[src/include/raa_regs.svh]
`ifndef RAA_REGS_SVH
`define RAA_REGS_SVH

// ---------------------------------------------------------------
// register offsets
// ---------------------------------------------------------------
`define RAA_ADDR_PORT_CFG   16'h0000
`define RAA_ADDR_RSVD_ONE   16'h0001
`define RAA_ADDR_SI_REV     16'h0002
`define RAA_ADDR_PART_ID    16'h0003
`define RAA_ADDR_RB_SEL     16'h0004
`define RAA_ADDR_UPDATE     16'h0005
`define RAA_ADDR_CP_CTRL    16'h0100
`define RAA_ADDR_PER_HI     16'h0105

// ---------------------------------------------------------------
// reset values and field positions
// ---------------------------------------------------------------
`define RAA_RST_PORT_CFG    8'h10
`define RAA_RST_RB_SEL      1'b0
`define RAA_RST_CP_CTRL     8'h18
`define RAA_RST_PER_HI      5'h0f
`define RAA_BIT_UNIDIR      7
`define RAA_BIT_STEP_DIR    6
`define RAA_BIT_SOFT_RST    5
`define RAA_BIT_LONG_INSTR  4
`define RAA_PORT_CFG_MASK   8'hf0
`define RAA_BIT_RB_SEL      0
`define RAA_BIT_UPDATE      0
`define RAA_PER_HI_W        5

// ---------------------------------------------------------------
// timing
// ---------------------------------------------------------------
`define RAA_CORE_DIV        6'd32
`define RAA_DIV_W           5

`endif

[src/include/raa_pkg.sv]
package raa_pkg;

  // per-address access attributes
  typedef struct packed {
    logic impl;
    logic ro;
    logic ee_x;
    logic live;
    logic buf_s;
    logic buf_c;
    logic autoclr;
  } raa_attr_t;

  typedef struct packed {
    logic [7:0] port_cfg_q;
    logic       rb_sel_q;
    logic       update_q;
    logic [7:0] cp_buf_q;
    logic [7:0] cp_act_q;
    logic [4:0] per_buf_q;
    logic [4:0] per_act_q;
    logic       c_pend_q;
    logic [4:0] div_q;
    logic       pin_q;
    logic [7:0] sp_rdata_q;
    logic       sp_ack_q;
    logic [7:0] ee_rdata_q;
    logic       ee_ack_q;
  } raa_state_t;

endpackage

[src/rtl/raa_top.sv]
`timescale 1ns/100ps
`include "raa_regs.svh"

// How it works
// several attributes on one register: the most restrictive one wins
// denied access reads zero byte and drops the write
// unimplemented addresses behave like denied accesses
// ordinary registers open to serial port or eeprom, never both at once
// eeprom load or store active: eeprom owns registers, serial denied
// read-only registers stay readable always, even while eeprom is active
// eeprom-excluded registers are never stored nor loaded
// read-only registers are also excluded from eeprom transfers
// writes to unmapped addresses change no state
// live registers act at once; buffered copy moves on update, serial or divided clock
// host should write defaults into unused and reserved bits
// port config bits 7..4: unidirectional, address step direction, soft reset, long instr; reset 0x10
// readback select 0 returns active copy, 1 returns buffered copy
// update from update register bit 0 or from the update pin
// autoclear bits cleared by logic when their action completes
// decoder yields one attribute vector per address for both sources
module raa_top
  import raa_pkg::*;
#(
  parameter logic [7:0] SI_REV_VAL  = 8'h01,  // arbitrary value
  parameter logic [7:0] PART_ID_VAL = 8'h5a   // arbitrary value
)(
  input  wire logic        ref_clk_i,
  input  wire logic        rst_b_i,
  input  wire logic        sp_req_i,
  input  wire logic        sp_wr_i,
  input  wire logic [15:0] sp_addr_i,
  input  wire logic [7:0]  sp_wdata_i,
  output logic [7:0]       sp_rdata_o,
  output logic             sp_ack_o,
  input  wire logic        ee_busy_i,
  input  wire logic        ee_req_i,
  input  wire logic        ee_wr_i,
  input  wire logic [15:0] ee_addr_i,
  input  wire logic [7:0]  ee_wdata_i,
  output logic [7:0]       ee_rdata_o,
  output logic             ee_ack_o,
  input  wire logic        update_pin_i,
  output logic             unidir_o,
  output logic             address_step_direction_o,
  output logic             soft_reset_o,
  output logic             long_instr_o,
  output logic [7:0]       cp_ctrl_o,
  output logic [4:0]       per_hi_o,
  output logic             core_timebase_tick_o
);

  // ---------------------------------------------------------------
  // decode
  // ---------------------------------------------------------------
  function automatic raa_attr_t attr_of(input logic [15:0] a);
    raa_attr_t t;
    t = '0;
    if (a == `RAA_ADDR_PORT_CFG || a == `RAA_ADDR_RSVD_ONE || a == `RAA_ADDR_RB_SEL)
    begin
      t.impl = 1'b1; t.live = 1'b1; t.ee_x = 1'b1;
    end
    else if (a == `RAA_ADDR_SI_REV || a == `RAA_ADDR_PART_ID)
    begin
      t.impl = 1'b1; t.live = 1'b1; t.ro = 1'b1;
    end
    else if (a == `RAA_ADDR_UPDATE)
    begin
      t.impl = 1'b1; t.live = 1'b1; t.ee_x = 1'b1; t.autoclr = 1'b1;
    end
    else if (a == `RAA_ADDR_CP_CTRL)
    begin
      t.impl = 1'b1; t.buf_s = 1'b1;
    end
    else if (a == `RAA_ADDR_PER_HI)
    begin
      t.impl = 1'b1; t.buf_c = 1'b1;
    end
    return t;
  endfunction

  raa_state_t q;
  raa_state_t d;
  raa_attr_t  sp_attr;
  raa_attr_t  ee_attr;
  logic       sp_rgrant;
  logic       sp_wgrant;
  logic       ee_rgrant;
  logic       ee_wgrant;
  logic       wr_go;
  logic [15:0] wr_addr;
  logic [7:0]  wr_data;
  logic       update_ev;
  logic       tick;

  function automatic logic [7:0] read_of(input raa_state_t s, input logic [15:0] a);
    logic [7:0] v;
    v = 8'h00;
    if (a == `RAA_ADDR_PORT_CFG)
      v = s.port_cfg_q & `RAA_PORT_CFG_MASK;
    else if (a == `RAA_ADDR_SI_REV)
      v = SI_REV_VAL;
    else if (a == `RAA_ADDR_PART_ID)
      v = PART_ID_VAL;
    else if (a == `RAA_ADDR_RB_SEL)
      v = {7'h00, s.rb_sel_q};
    else if (a == `RAA_ADDR_UPDATE)
      v = {7'h00, s.update_q};
    else if (a == `RAA_ADDR_CP_CTRL)
      v = s.rb_sel_q ? s.cp_buf_q : s.cp_act_q;
    else if (a == `RAA_ADDR_PER_HI)
      v = {3'h0, s.rb_sel_q ? s.per_buf_q : s.per_act_q};
    return v;
  endfunction

  // ---------------------------------------------------------------
  // grant logic
  // ---------------------------------------------------------------
  always_comb
  begin
    sp_attr = attr_of(sp_addr_i);
    ee_attr = attr_of(ee_addr_i);
    // eeprom owns everything but read-only while busy; idle eeprom gets nothing
    sp_rgrant = sp_req_i && !sp_wr_i && sp_attr.impl && (!ee_busy_i || sp_attr.ro);  // see
    sp_wgrant = sp_req_i && sp_wr_i && sp_attr.impl && !sp_attr.ro && !ee_busy_i;  // see
    ee_rgrant = ee_busy_i && ee_req_i && !ee_wr_i && ee_attr.impl && !ee_attr.ee_x && !ee_attr.ro;  // see
    ee_wgrant = ee_busy_i && ee_req_i && ee_wr_i && ee_attr.impl && !ee_attr.ee_x && !ee_attr.ro;  // see
    wr_go   = sp_wgrant || ee_wgrant;
    wr_addr = ee_wgrant ? ee_addr_i : sp_addr_i;
    wr_data = ee_wgrant ? ee_wdata_i : sp_wdata_i;
  end

  // ---------------------------------------------------------------
  // next state
  // ---------------------------------------------------------------
  always_comb
  begin
    d = q;
    tick = (q.div_q == 5'(`RAA_CORE_DIV - 6'd1));
    d.div_q = q.div_q + 5'd1;
    d.pin_q = update_pin_i;
    // denied and unmapped writes fall through every branch below
    if (wr_go)  // see see
    begin
      if (wr_addr == `RAA_ADDR_PORT_CFG)
        d.port_cfg_q = wr_data & `RAA_PORT_CFG_MASK;
      else if (wr_addr == `RAA_ADDR_RB_SEL)
        d.rb_sel_q = wr_data[`RAA_BIT_RB_SEL];
      else if (wr_addr == `RAA_ADDR_UPDATE && wr_data[`RAA_BIT_UPDATE])
        d.update_q = 1'b1;
      else if (wr_addr == `RAA_ADDR_CP_CTRL)
        d.cp_buf_q = wr_data;
      else if (wr_addr == `RAA_ADDR_PER_HI)
        d.per_buf_q = wr_data[`RAA_PER_HI_W-1:0];
    end
    // limitation: an update raised while a divided-clock copy pends rides on that copy
    update_ev = (q.update_q && !q.c_pend_q) || (update_pin_i && !q.pin_q);
    if (update_ev)
    begin
      d.cp_act_q = q.cp_buf_q;
      d.c_pend_q = 1'b1;
    end
    // divided-clock copy waits for the next timebase tick
    if (q.c_pend_q && tick)
    begin
      d.per_act_q = q.per_buf_q;
      d.c_pend_q  = update_ev;
    end
    // autoclear as the divided-clock copy moves; a fresh write keeps it set
    if (q.update_q && q.c_pend_q && tick && !(wr_go && wr_addr == `RAA_ADDR_UPDATE && wr_data[`RAA_BIT_UPDATE]))
      d.update_q = 1'b0;
    d.sp_ack_q   = sp_req_i;
    d.sp_rdata_q = sp_rgrant ? read_of(q, sp_addr_i) : 8'h00;  // see
    d.ee_ack_q   = ee_req_i;
    d.ee_rdata_q = ee_rgrant ? read_of(q, ee_addr_i) : 8'h00;
  end

  always_ff @(posedge ref_clk_i or negedge rst_b_i)
  begin
    if (!rst_b_i)
    begin
      q <= '0;
      q.port_cfg_q <= `RAA_RST_PORT_CFG;
      q.rb_sel_q   <= `RAA_RST_RB_SEL;
      q.cp_buf_q   <= `RAA_RST_CP_CTRL;
      q.cp_act_q   <= `RAA_RST_CP_CTRL;
      q.per_buf_q  <= `RAA_RST_PER_HI;
      q.per_act_q  <= `RAA_RST_PER_HI;
    end
    else
      q <= d;
  end

  assign sp_rdata_o               = q.sp_rdata_q;
  assign sp_ack_o                 = q.sp_ack_q;
  assign ee_rdata_o               = q.ee_rdata_q;
  assign ee_ack_o                 = q.ee_ack_q;
  assign unidir_o                 = q.port_cfg_q[`RAA_BIT_UNIDIR];
  assign address_step_direction_o = q.port_cfg_q[`RAA_BIT_STEP_DIR];
  assign soft_reset_o             = q.port_cfg_q[`RAA_BIT_SOFT_RST];
  assign long_instr_o             = q.port_cfg_q[`RAA_BIT_LONG_INSTR];
  assign cp_ctrl_o                = q.cp_act_q;
  assign per_hi_o                 = q.per_act_q;
  assign core_timebase_tick_o     = tick;
endmodule

[config.mk]
export PLATFORM = sky130hd
export DESIGN_NAME = raa_top
export DESIGN_NICKNAME = d
export VERILOG_FILES = /design/src/include/raa_pkg.sv /design/src/rtl/raa_top.sv
export VERILOG_INCLUDE_DIRS = /design/src /design/src/include
export SDC_FILE = /design/constraint.sdc
export NUM_CORES = 1
export LEC_CHECK = 0
export ABC_AREA = 0
export BUFFER_PORTS_ARGS = -buffer_cell sky130_fd_sc_hd__buf_4
export CAP_MARGIN = 10
export CORE_AREA = 2 2 82 84
export CTS_BUF_LIST = sky130_fd_sc_hd__clkbuf_16
export DETAILED_ROUTE_END_ITERATION = 10
export DIE_AREA = 0 0 84 86
export GPL_TIMING_DRIVEN = 0
export PLACE_DENSITY = 0.78
export SLEW_MARGIN = 25
export SYNTH_ARGS = -nofsm -noshare
export SYNTH_HDL_FRONTEND = slang
export SYNTH_SLANG_ARGS = --single-unit
[constraint.sdc]
create_clock -name ref_clk_i -period 2.3 [get_ports ref_clk_i]
set_clock_uncertainty 0.2 [all_clocks]
set_input_delay 0.69 -clock ref_clk_i [delete_from_list [all_inputs] [get_ports ref_clk_i]]
set_output_delay 0.69 -clock ref_clk_i [all_outputs]
set_load 0.005 [all_outputs]
* After elaboration in Yosys (flattened, before gate mapping)
Cells that the tools add are included.
Storage, ports and cells: logic and storage cells 141, register bits 57
Cells by class: equality and inequality tests 21, reduce and logical (&&, ||, !) cells 54, multiplexer cells 47, $add $sub $neg 1, bitwise gates (word level) 4
Operators by type and width (number):
- $mux 8 | 18
- $eq 16x3->1 const B | 6
- $eq 16x9->1 const B | 6
- $eq 16x2->1 const B | 4
- $logic_not 16->1 | 3
- $eq 16x1->1 const B | 2
- $mux 9 | 3
- $logic_and 1x1->1 | 25
- $mux 1 | 20
- $mux 16 | 1
- $mux 5 | 3
- $logic_not 1->1 | 9
- $logic_or 1x1->1 | 9
- $reduce_and 6->1 | 1
- $reduce_bool 2->1 | 3
- $add 5x1->5 const B | 1
- $eq 5x5->1 const B | 1
- $reduce_and 5->1 | 1
- $mux 2 | 2
- $ne 2x1->1 const B | 2
- $not 1->1 | 4
- $reduce_and 4->1 | 1
- $reduce_and 3->1 | 1
- $reduce_and 2->1 | 1

* Depth between registers and ports, before layout
Gate-level depths: netlist (run 1).
depth after elaboration 17, mapped depth 7, gate-level depth less buffers 5

* Worst setup path before layout (run 1)
OpenSTA, ideal clock, no wires.
path kind input port to flip-flop, from input port ee_addr_i[0], to register q[52] (netlist bit), stages on the path 7, library setup time 128 ps, setup slack -385 ps, data arrival time 2357 ps, cell sequence buf_4 or2_1 buf_2 a211o_1 nor2_4 mux2_1 mux2_1
On the way: cells in the longest elaborated chain, start to end 13, elaborated cells on any way between the ends 33, those cells by class eq/ne (8); mux (12); bitwise (1); reduce/logical (12)
Ends and longest elaborated chain:
- start, declared | line raa_top.sv:38 | input wire logic [15:0] ee_addr_i,
- $eq 16x9->1 (no source line)
- $mux 1 | line raa_top.sv:74 | else if (a == `RAA_ADDR_PER_HI)
- $mux 1 | line raa_top.sv:70 | else if (a == `RAA_ADDR_CP_CTRL)
- $mux 1 | line raa_top.sv:66 | else if (a == `RAA_ADDR_UPDATE)
- $mux 1 | line raa_top.sv:62 | else if (a == `RAA_ADDR_SI_REV || a == `RAA_ADDR_PART_ID)
- $mux 1 | line raa_top.sv:58 | if (a == `RAA_ADDR_PORT_CFG || a == `RAA_ADDR_RSVD_ONE || a == `RAA_ADDR_RB_SEL)
- $logic_and 1x1->1 (3 in a row) | line raa_top.sv:126 | ee_wgrant = ee_busy_i && ee_req_i && ee_wr_i && ee_attr.impl && !ee_attr.ee_x && !ee_attr.ro;
- $mux 16 | line raa_top.sv:128 | wr_addr = ee_wgrant ? ee_addr_i : sp_addr_i;
- $logic_not 16->1 (no source line)
- $not 1->1 (no source line)
- $reduce_and 3->1 (no source line)
- end, declared | line raa_top.sv:81 | raa_state_t q;
Several ways; a longest one is shown, not always the timed one. A chain may end at the register's enable or synchronous reset.

* Worst setup path in the final report (run 1)
from input port ee_addr_i[2], to register q[34] (netlist bit)
On the way: cells in the longest elaborated chain, start to end 14, elaborated cells on any way between the ends 40, those cells by class eq/ne (11); mux (12); bitwise (4); reduce/logical (13)
Ends and longest elaborated chain:
- $eq 16x9->1 (no source line)
- $mux 1 | line raa_top.sv:74
- $mux 1 | line raa_top.sv:70
- $mux 1 | line raa_top.sv:66
- $mux 1 | line raa_top.sv:62
- $mux 1 | line raa_top.sv:58
- $logic_and 1x1->1 (3 in a row) | line raa_top.sv:126
- $mux 16 | line raa_top.sv:128
- $eq 16x3->1 (no source line)
- $logic_and 1x1->1 | line raa_top.sv:148 | else if (wr_addr == `RAA_ADDR_UPDATE && wr_data[`RAA_BIT_UPDATE])
- $not 1->1 (no source line)
- $reduce_and 6->1 (no source line)
Several ways; a longest one is shown, not always the timed one.

==> results of run 1 <==
power groups by stage:
stage	sequential (mW)	clock, mW	combinational (mW)
6_report	1.01	1.51	0.223
5_1_grt	1.01	1.58	0.239
4_1_cts	1.01	1.52	0.212
3_5_place_dp	1.03	0	0.200
3_3_place_gp	1.02	0	0.196
2_1_floorplan	1.03	0	0.0810
cell families after synthesis:
family	share of synthesized area [%]
multiplexers	18.6
flip-flops	45.0
adder cells (fa/ha/maj)	0.781
AO/OA/AOI/OAI	11.8
buffers and inverters	9.80
XOR/XNOR	0.547
AND/OR/NAND/NOR	13.4
cell usage after synthesis (4+ instances only):
| cell | n |
|---|---|
| sky130_fd_sc_hd__dfrtp_1 | 44 |
| sky130_fd_sc_hd__buf_4 | 30 |
| sky130_fd_sc_hd__mux2_1 | 26 |
| sky130_fd_sc_hd__mux2_2 | 17 |
| sky130_fd_sc_hd__a21oi_1 | 15 |
| sky130_fd_sc_hd__nand2_1 | 14 |
| sky130_fd_sc_hd__dfstp_2 | 13 |
| sky130_fd_sc_hd__nor2_1 | 12 |
| sky130_fd_sc_hd__mux2i_1 | 11 |
| sky130_fd_sc_hd__inv_1 | 8 |
| sky130_fd_sc_hd__o22ai_1 | 8 |
| sky130_fd_sc_hd__nand3_1 | 6 |
| sky130_fd_sc_hd__buf_2 | 5 |
| sky130_fd_sc_hd__nor3_1 | 4 |
layout make-up:
class                           instances  area [um2]  area share (%)
Clock buffer                            9         225            4.78
Sequential cell                        57        1440            30.6
Clock inverter                          7         111            2.36
Multi-Input combinational cell        173        1650            35.0
Buffer                                 39         294            6.24
Inverter                                8        30.0           0.637
Tap cell                               77        96.3            2.04
Timing Repair Buffer                  113         867            18.4
metal layers:
metal  vias to the layer above  GRT usage, %  share of wire, %
met3                        24          6.93               8.0
met5                         -             0                 0
li1                       1236             -                 -
met2                       161          40.7                49
met1                      1298          28.7                40
met4                         0          11.3               3.1
repair_timing:
action / CTS / global route
pin swaps: 9 / 14
setup buffers: 13 / 11
gates resized for setup: 17 / 13
endpoints found under the setup margin: 23 / 28
state kept, by name, summed over array words and instances, names as in the netlist:
register / count
q: 22
cp_ctrl_o: 8
ee_rdata_o: 8
sp_rdata_o: 8
per_hi_o: 5
address_step_direction_o: 1
ee_ack_o: 1
long_instr_o: 1
soft_reset_o: 1
sp_ack_o: 1
unidir_o: 1
path summary, 6_finish.rpt:
| kind | startpoint | endpoint | slack, ns | depth (start not counted) |
|---|---|---|---|---|
| max | ee_addr_i[2] | q[34] | -0.02 | 7 |
| min | rst_b_i | q[22] | 0.20 | 1 |
| max reg2reg | q[52] | ee_rdata_o[3] | 0.13 | 6 |
| min reg2reg | q[22] | q[22] | 0.30 | 1 |
| max in group asynchronous | rst_b_i | ee_ack_o | 1.24 | 1 |
| min in group ref_clk_i | update_pin_i | q[18] | 0.28 | 1 |
metrics by stage:
| step | TNS (ns) | power, mW |
|---|---|---|
| 3_5_place_dp | -14.44 | 1.22 |
| 6_report | -0.0389 | 2.74 |
| 2_1_floorplan | -6.72 | 1.11 |
| 3_3_place_gp | -13.58 | 1.22 |
| 4_1_cts | -0.204 | 2.74 |
| 5_1_grt | -0.141 | 2.83 |
==> results.sh, run 1 <==
export IMPL_crit_path_max_fanout=6
export IMPL_routed_wl_um=8410
export IMPL_num_antenna_cells=0
export IMPL_synthTopCellsByArea="sky130_fd_sc_hd__dfrtp_1, sky130_fd_sc_hd__dfstp_2, sky130_fd_sc_hd__mux2_1"
export IMPL_route_antenna_remaining_nets=0
export IMPL_power_report_internal_total_mw=2.17
export IMPL_grt_first_pass_wirelength_um=13400
export IMPL_final_util_pct=75.1
export IMPL_grt_ovfl_total=0
export IMPL_numCtsBuffers=9
export IMPL_synth_area_leader_cell="sky130_fd_sc_hd__dfrtp_1"
export IMPL_crit_arrival_ns=2.33
export IMPL_worstMarginPinSlew_ns=0.941
export IMPL_layout_cells_most_common="sky130_fd_sc_hd__buf_4"
export IMPL_crit_path_cell_trace="buf_8 > or2_4 > a211o_4 > nor2_4 > buf_6 > mux2_4 > mux2_4"
export IMPL_timing_critical_path_mode_cell="sky130_fd_sc_hd__mux2_4"
export IMPL_layout_stage_area_growth_over_the_synthesis_result_pct=47.2
export IMPL_max_capacitance_violation_count=0
export IMPL_grt_pass1_vias=2674
export IMPL_ys_async_sr_fraction_pct=100
export IMPL_layout_drive_gt1_share_pct=60.6
export IMPL_final_fill_count=409
export IMPL_most_frequent_cells_in_the_layout="sky130_fd_sc_hd__buf_4, sky130_fd_sc_hd__dfrtp_1, sky130_fd_sc_hd__mux2_4"
export IMPL_dp_final_hpwl_um=5820
export IMPL_routed_via_count=2719
export IMPL_timing_critical_path_slowest_stage_cell="sky130_fd_sc_hd__a211o_4"
export IMPL_timing_final_crit_period_ns=2.32
export IMPL_first_iter_violations=260
export IMPL_post_route_period_util_pct=101
export IMPL_crit_required_ns=2.31
export IMPL_yosysSeqAreaShare_pct=45.0
export IMPL_fp_coreArea_um2=6280
export IMPL_drt_wirelength_per_cell_um=17.4
export IMPL_hold_class="in2async"
export IMPL_postSynthCellCount=278
export IMPL_grt_max_degree=58
export IMPL_rsz0062_at_grt="yes"
export IMPL_power_switching_mw=0.571
export IMPL_detail_route_vias_per_cell=5.63
export IMPL_setup_viol=5
export IMPL_power_sequential_fraction_pct=36.8
export IMPL_relSlewSlack_pct=37.3
export IMPL_timing_hold_violations_final=0
export IMPL_clock_tree_from_tritoncts="done"
export IMPL_failed_checks="negative setup slack"
export IMPL_htree_num_levels=3
export IMPL_fin_area_um2=4720
export IMPL_clock_insertion_delay_worst_skew_ns=0.33
export IMPL_synth_area_um2=3200
export IMPL_critPathLaunchType="primary input"
export IMPL_fp_dieH_um=86
export IMPL_number_of_warning_messages_in_the_yosys_log=0
export IMPL_critPathCaptureType="flop"
export IMPL_synth_lib_cells_used_distinct=56
export IMPL_final_hold_worst_slack_ns=0.205
export IMPL_place_area_um2=4080
export IMPL_ir_worst_vdd_v=0.000562
export IMPL_ys_seq_elements=57
export IMPL_powerDensity_nw_per_um2=581
export IMPL_number_of_cells_after_detailed_placement=444
export IMPL_worst_path_dominant_cell_family="multiplexers"
export IMPL_first_pass_iters=5
export IMPL_placement_rows=29
export IMPL_cp_slowest_stage_delay_ns=0.36
export IMPL_clock_sink_count=57
export IMPL_layout_cells_non_filler=483
export IMPL_drc_errors=0
export IMPL_comb_power_share_pct=8.1
export IMPL_initial_util_pct=51.0
export IMPL_timing_max_transition_violations_final=0
export IMPL_synth_top_area_share_pct=34.4
export IMPL_synth_area_per_cell_um2=11.5
export IMPL_synth_net_count=336
export IMPL_antenna_violations_before_repair=0
export IMPL_clk_path_buf_depth=2
export IMPL_finish_net_count=459
export IMPL_synth_enable_flop_cells=0
export IMPL_io_pins=92
export IMPL_clock_power_share_pct=55.0
export IMPL_place_congestion=0.905
export IMPL_cts_hold_buffers=0
export IMPL_clk_root_buffer_cell="sky130_fd_sc_hd__clkbuf_16"
export IMPL_globalRouteTotalUtil_pct=24.1
export IMPL_netSwitchingFraction_pct=20.8
export IMPL_power_leakage_nw=2.26
export IMPL_ys_dominant_reg_cell="sky130_fd_sc_hd__dfrtp_1"
export IMPL_finalWorstSetupSlack_ns=-0.0237
export IMPL_floorplan_die_width_um=84
export IMPL_timing_critical_path_buf_inv=2
export IMPL_status="complete, but fails checks"
export IMPL_fp_dieArea_um2=7220
export IMPL_criticalPathCategory="in2reg"
export IMPL_max_clock_freq_ghz=0.430
export IMPL_detailedPlace_worstSlack_ns=-0.643
export IMPL_path_clk_slew_ns=0.05
export IMPL_port_buffers=89
Note: power is estimated with default switching activity, not from simulation.
==> run 2: changes to the inputs <==
CORE_AREA = 2 2 86 88   (was 2 2 82 84)
DIE_AREA = 0 0 88 90   (was 0 0 84 86)
GPL_TIMING_DRIVEN = 1   (was 0)
PLACE_DENSITY = 0.75   (was 0.78)
clock period = 1.9 ns   (was 2.3 ns; I/O delays follow)
==> run 2 against run 1 <==
The run still ends with negative setup slack left. Critical endpoint is now sp_rdata_o[7]. First-iteration DRC count fell by 36%. Worst hold slack lost 0.19 ns. Core utilization shrank 5.3 points. Count of clock-buffer cells in the layout unchanged. Routed wire length rose by 3.8%. Flip-flop and latch count unchanged. Setup slack lost 0.22 ns.
==> results.sh, run 2 (synthesis results as in run 1) <==
export IMPL_route_antenna_remaining_nets=0
export IMPL_antenna_violations_before_repair=0
export IMPL_path_clk_slew_ns=0.05
export IMPL_placement_rows=31
export IMPL_cts_hold_buffers=0
export IMPL_post_route_period_util_pct=113
export IMPL_number_of_cells_after_detailed_placement=476
export IMPL_ir_worst_vdd_v=0.000498
export IMPL_timing_max_transition_violations_final=0
export IMPL_status="complete, but fails checks"
export IMPL_routed_wl_um=8740
export IMPL_dp_final_hpwl_um=6430
export IMPL_rsz0062_at_grt="yes"
export IMPL_fp_coreArea_um2=7020
export IMPL_max_capacitance_violation_count=0
export IMPL_detail_route_vias_per_cell=5.34
export IMPL_grt_pass1_vias=2826
export IMPL_timing_final_crit_period_ns=2.14
export IMPL_layout_drive_gt1_share_pct=67.5
export IMPL_powerDensity_nw_per_um2=602
export IMPL_power_leakage_nw=2.26
export IMPL_fp_dieH_um=90
export IMPL_initial_util_pct=45.6
export IMPL_place_congestion=0.901
export IMPL_setup_viol=32
export IMPL_worstMarginPinSlew_ns=0.438
export IMPL_first_pass_iters=4
export IMPL_clock_tree_from_tritoncts="done"
export IMPL_hold_class="in2async"
export IMPL_layout_stage_area_growth_over_the_synthesis_result_pct=53.1
export IMPL_grt_ovfl_total=0
export IMPL_max_clock_freq_ghz=0.467
export IMPL_finish_net_count=459
export IMPL_numCtsBuffers=9
export IMPL_crit_required_ns=1.95
export IMPL_clk_root_buffer_cell="sky130_fd_sc_hd__clkbuf_16"
export IMPL_most_frequent_cells_in_the_layout="sky130_fd_sc_hd__buf_4, sky130_fd_sc_hd__dfrtp_1, sky130_fd_sc_hd__mux2_4"
export IMPL_crit_reg2reg_launch="q[52]"
export IMPL_num_antenna_cells=0
export IMPL_htree_num_levels=3
export IMPL_routed_via_count=2698
export IMPL_final_util_pct=69.8
export IMPL_globalRouteTotalUtil_pct=23.6
export IMPL_layout_cells_most_common="sky130_fd_sc_hd__buf_4"
export IMPL_io_pins=92
export IMPL_top_register="q"
export IMPL_first_iter_violations=167
export IMPL_flip_flop_count_of_the_largest_register_after_layout=22
export IMPL_layout_cells_non_filler=505
export IMPL_drc_errors=0
export IMPL_crit_arrival_ns=2.19
export IMPL_timing_critical_path_from="sp_addr_i[5]"
export IMPL_grt_max_degree=58
export IMPL_floorplan_die_width_um=88
export IMPL_relSlewSlack_pct=70.0
export IMPL_critPathLaunchType="primary input"
export IMPL_fp_dieArea_um2=7920
export IMPL_drt_wirelength_per_cell_um=17.3
export IMPL_clk_path_buf_depth=2
export IMPL_grt_first_pass_wirelength_um=13900
export IMPL_clock_sink_count=57
export IMPL_criticalPathCategory="in2reg"
export IMPL_failed_checks="negative setup slack"
export IMPL_crit_path_max_fanout=3
export IMPL_timing_hold_violations_final=0
export IMPL_port_buffers=91
export IMPL_critPathCaptureType="flop"
export IMPL_finalWorstSetupSlack_ns=-0.243
export IMPL_clock_insertion_delay_worst_skew_ns=0.33
## run 2: cell count changes in the layout (fill, tap and decap cells not counted), moves of 7 or more
cell,change
sky130_fd_sc_hd__buf_4,-8
sky130_fd_sc_hd__a21oi_1,-8
sky130_fd_sc_hd__buf_6,+13
sky130_fd_sc_hd__a21oi_2,+7
## run 2: report_power, final
group | switching [mW] | internal, mW | total [mW]
Clock | 0.542 | 0.865 | 1.41
Combinational | 0.151 | 0.172 | 0.324
Sequential | 0.00105 | 1.22 | 1.22
## run 2: what timing repair did
item / in CTS / in global routing
endpoints found under the hold margin: 0 / 0
setup buffers: 12 / 6
pin swaps: 22 / 12
resized for setup: 47 / 18
setup endpoints to repair: 28 / 38
## run 2: stage by stage
stage | TNS [ns] | worst slack (ns) | cell area [um2] | hold slack, ns | power [mW]
detailed placement | -17.19 | -0.624 | 4280 | 0.271 | 1.54
floorplan | -13.27 | -0.658 | 3380 | 0.0744 | 1.34
global placement | -16.40 | -0.610 | 4280 | 0.257 | 1.53
CTS | -4.19 | -0.227 | 4800 | 0.0241 | 2.98
global route | -6.80 | -0.314 | 4900 | 0.0328 | 3.07
finish | -5.00 | -0.243 | 4900 | 0.0143 | 2.95
## run 2: worst paths after layout
kind / slack (ns) / cells after the start / to
worst min register to register: 0.30 / 1 / q[22]
worst min-delay path: 0.01 / 2 / q[20]
worst max-delay path: -0.24 / 6 / sp_rdata_o[7]
min in group ref_clk_i: 0.16 / 1 / q[18]
max in group asynchronous: 1.18 / 2 / q[32]
worst max register to register: 0 / 5 / ee_rdata_o[3]
## run 2: metal layers
| layer | up-vias | wire length, um | GRT usage (%) |
|---|---|---|---|
| met1 | 1317 | 3380 | 28.3 |
| met5 | - | 0 | 0 |
| li1 | 1235 | - | - |
| met3 | 24 | 715 | 7.35 |
| met2 | 122 | 4380 | 38.6 |
| met4 | 0 | 257 | 9.87 |
## run 2: area by class of cell
cell class | instances | area (um2)
fillers | 490 | 2120
multi-input cells | 173 | 1800
flip-flops and latches | 57 | 1440
repair buffers | 152 | 1240
clock buffers | 9 | 225
well taps | 99 | 124
clock inverters | 7 | 40.0
inverters | 8 | 30.0
## run 2: worst max-delay path: stages
cell,delay (ns)
sky130_fd_sc_hd__buf_6,0.10
sky130_fd_sc_hd__nor4_4,0.32
sky130_fd_sc_hd__and4b_4,0.31
sky130_fd_sc_hd__o2111ai_4,0.14
sky130_fd_sc_hd__or4_4,0.54
sky130_fd_sc_hd__a211oi_2,0.21
==> run 3: changes to the inputs <==
BUFFER_PORTS_ARGS = -buffer_cell sky130_fd_sc_hd__buf_2   (was -buffer_cell sky130_fd_sc_hd__buf_4)
GPL_TIMING_DRIVEN = 0   (was 1)
SLEW_MARGIN = not set   (was 25)
==> run 3 against run 2 <==
The flow still finishes with violations (negative setup slack). Sequential power about the same. Flip-flop and latch count unchanged. Via count up 1.0%. Maximum frequency fell by 1.6%. Clock power grew 9.9%. Routed wire length up 0.54%. Sequential share of layout area grew 1.1 points. Combinational power shrank 19%. Non-clock buffer count increased by 2. Register-to-register slack better by 0.02 ns. Highest routed layer unchanged.
==> results.sh, run 3 (synthesis results as in run 1) <==
export IMPL_status="complete, but fails checks"
export IMPL_failed_checks="negative setup slack"
export IMPL_crit_reg2reg_launch="q[52]"
export IMPL_path_clk_slew_ns=0.05
export IMPL_finalWorstSetupSlack_ns=-0.278
export IMPL_placement_rows=31
export IMPL_layout_drive_gt1_share_pct=66.7
export IMPL_timing_critical_path_from="ee_addr_i[2]"
export IMPL_fp_coreArea_um2=7020
export IMPL_finish_net_count=461
export IMPL_grt_pass1_vias=2733
export IMPL_fp_dieArea_um2=7920
export IMPL_max_clock_freq_ghz=0.459
export IMPL_routed_wl_um=8780
export IMPL_fin_area_um2=4720
export IMPL_cts_hold_buffers=0
export IMPL_flip_flop_count_of_the_largest_register_after_layout=22
export IMPL_clock_power_share_pct=51.0
export IMPL_detail_route_vias_per_cell=5.37
export IMPL_crit_path_max_fanout=4
export IMPL_antenna_violations_before_repair=0
export IMPL_timing_final_crit_period_ns=2.18
export IMPL_routed_via_count=2725
export IMPL_layout_stage_area_growth_over_the_synthesis_result_pct=47.5
export IMPL_clock_sink_count=57
export IMPL_timing_max_transition_violations_final=0
export IMPL_max_capacitance_violation_count=0
export IMPL_power_sequential_fraction_pct=40.3
export IMPL_globalRouteTotalUtil_pct=22.5
export IMPL_worstMarginPinSlew_ns=0.687
export IMPL_clock_tree_from_tritoncts="done"
export IMPL_initial_util_pct=45.6
export IMPL_top_register="q"
export IMPL_place_area_um2=3950
export IMPL_drc_errors=0
export IMPL_fp_dieH_um=90
export IMPL_cp_slowest_stage_delay_ns=0.37
export IMPL_power_report_internal_total_mw=2.34
export IMPL_finalPower_mw=3.03
export IMPL_rsz0062_at_grt="yes"
export IMPL_clk_root_buffer_cell="sky130_fd_sc_hd__clkbuf_16"
export IMPL_timing_critical_path_buf_inv=2
export IMPL_hold_class="in2async"
export IMPL_grt_ovfl_total=0
export IMPL_relSlewSlack_pct=54.2
export IMPL_crit_reg2reg_capture="sp_rdata_o[4]"
export IMPL_port_buffers=89
export IMPL_criticalPathCategory="in2reg"
export IMPL_most_frequent_cells_in_the_layout="sky130_fd_sc_hd__buf_2, sky130_fd_sc_hd__buf_4, sky130_fd_sc_hd__dfrtp_1"
export IMPL_floorplan_die_width_um=88
export IMPL_numCtsBuffers=9
export IMPL_critPathLaunchType="primary input"
export IMPL_dp_final_hpwl_um=6030
export IMPL_htree_num_levels=3
export IMPL_ir_worst_vdd_v=0.000490
export IMPL_grt_max_degree=58
export IMPL_comb_power_share_pct=8.7
export IMPL_crit_required_ns=1.91
export IMPL_timing_hold_violations_final=0
export IMPL_crit_path_cell_trace="buf_8 > or2_4 > a211o_4 > nor2_4 > buf_6 > mux2_4 > mux2_4"
export IMPL_clk_path_buf_depth=2
export IMPL_timing_critical_path_mode_cell="sky130_fd_sc_hd__mux2_4"
export IMPL_worst_path_dominant_cell_family="multiplexers"
export IMPL_io_pins=92
export IMPL_grt_first_pass_wirelength_um=13500
export IMPL_place_congestion=0.820
export IMPL_first_iter_violations=190
export IMPL_post_route_period_util_pct=115
export IMPL_num_antenna_cells=0
export IMPL_worst_r2r_path_depth=5
export IMPL_reg2reg_setup_slack_ns=0.02
export IMPL_first_pass_iters=4
export IMPL_setup_viol=24
export IMPL_route_antenna_remaining_nets=0
export IMPL_drt_wirelength_per_cell_um=17.3
export IMPL_crit_arrival_ns=2.18
export IMPL_final_util_pct=67.3
export IMPL_power_leakage_nw=2.24
export IMPL_timing_critical_path_slowest_stage_cell="sky130_fd_sc_hd__a211o_4"
export IMPL_power_switching_mw=0.693
export IMPL_detailedPlace_worstSlack_ns=-0.862
export IMPL_netSwitchingFraction_pct=22.8
export IMPL_clock_insertion_delay_worst_skew_ns=0.32
export IMPL_powerDensity_nw_per_um2=642
export IMPL_layout_cells_most_common="sky130_fd_sc_hd__buf_2"
export IMPL_critPathCaptureType="flop"
-- run 3: cell count changes in the layout (fill, tap and decap cells not counted), moves of 2 or more --
cell,previous run,this run
sky130_fd_sc_hd__buf_6,18,16
sky130_fd_sc_hd__nand2_4,0,2
sky130_fd_sc_hd__buf_2,0,82
sky130_fd_sc_hd__buf_4,131,51
sky130_fd_sc_hd__clkbuf_1,0,2
sky130_fd_sc_hd__nand2_2,2,0
sky130_fd_sc_hd__a21oi_1,6,8
sky130_fd_sc_hd__clkinv_2,4,2
-- run 3: worst max path at each step --
stage | slack [ns] | endpoint | depth (start not counted)
floorplan | -0.66 | q[43] | 7
global placement | -0.85 | q[34] | 7
detailed placement | -0.86 | q[43] | 7
CTS | -0.32 | q[52] | 6
global route | -0.34 | q[52] | 6
finish | -0.28 | q[34] | 7
-- run 3: layout make-up --
type / instances / area (um2)
fillers: 526 / 2300
clock buffers: 9 / 225
well taps: 99 / 124
flip-flops and latches: 57 / 1440
multi-input cells: 173 / 1800
plain buffers: 37 / 285
repair buffers: 117 / 751
inverters: 8 / 30.0
clock inverters: 7 / 63.8
-- run 3: worst reg2reg max path: stages, from the launching register on --
cell and delay (ns):
sky130_fd_sc_hd__dfrtp_1 0.51, sky130_fd_sc_hd__buf_4 0.28, sky130_fd_sc_hd__mux2i_2 0.31, sky130_fd_sc_hd__o22ai_1 0.15, sky130_fd_sc_hd__a22oi_1 0.24, sky130_fd_sc_hd__nor3_2 0.08
-- run 3: routing by layer --
metal | wire [um] | vias to the layer above | GRT usage, % | share of wire, %
met5 | 0 | - | 0 | 0
met4 | 290 | 0 | 11.4 | 3.3
met3 | 623 | 30 | 4.59 | 7.1
met2 | 4480 | 138 | 37.8 | 51
met1 | 3390 | 1315 | 26.6 | 39
li1 | - | 1242 | - | -
-- run 3: power groups by stage --
stage	Combinational, mW	Clock (mW)	Sequential [mW]
2_1_floorplan	0.101	0	1.24
3_3_place_gp	0.216	0	1.24
3_5_place_dp	0.221	0	1.24
4_1_cts	0.242	1.56	1.22
5_1_grt	0.284	1.63	1.22
6_report	0.264	1.55	1.22
-- run 3: through the flow --
stage,std cells,hold WS [ns],setup TNS (ns)
CTS,497,0.163,-5.72
finish,507,0.0890,-5.27
global placement,466,0.243,-23.56
floorplan,278,0.0744,-13.27
global route,507,0.162,-6.07
detailed placement,466,0.251,-25.14
-- run 3: what timing repair did --
action                     CTS  global route
pin swaps                   17            18
setup buffers               18            12
setup endpoints to repair   44            33
gates resized for setup     41            23
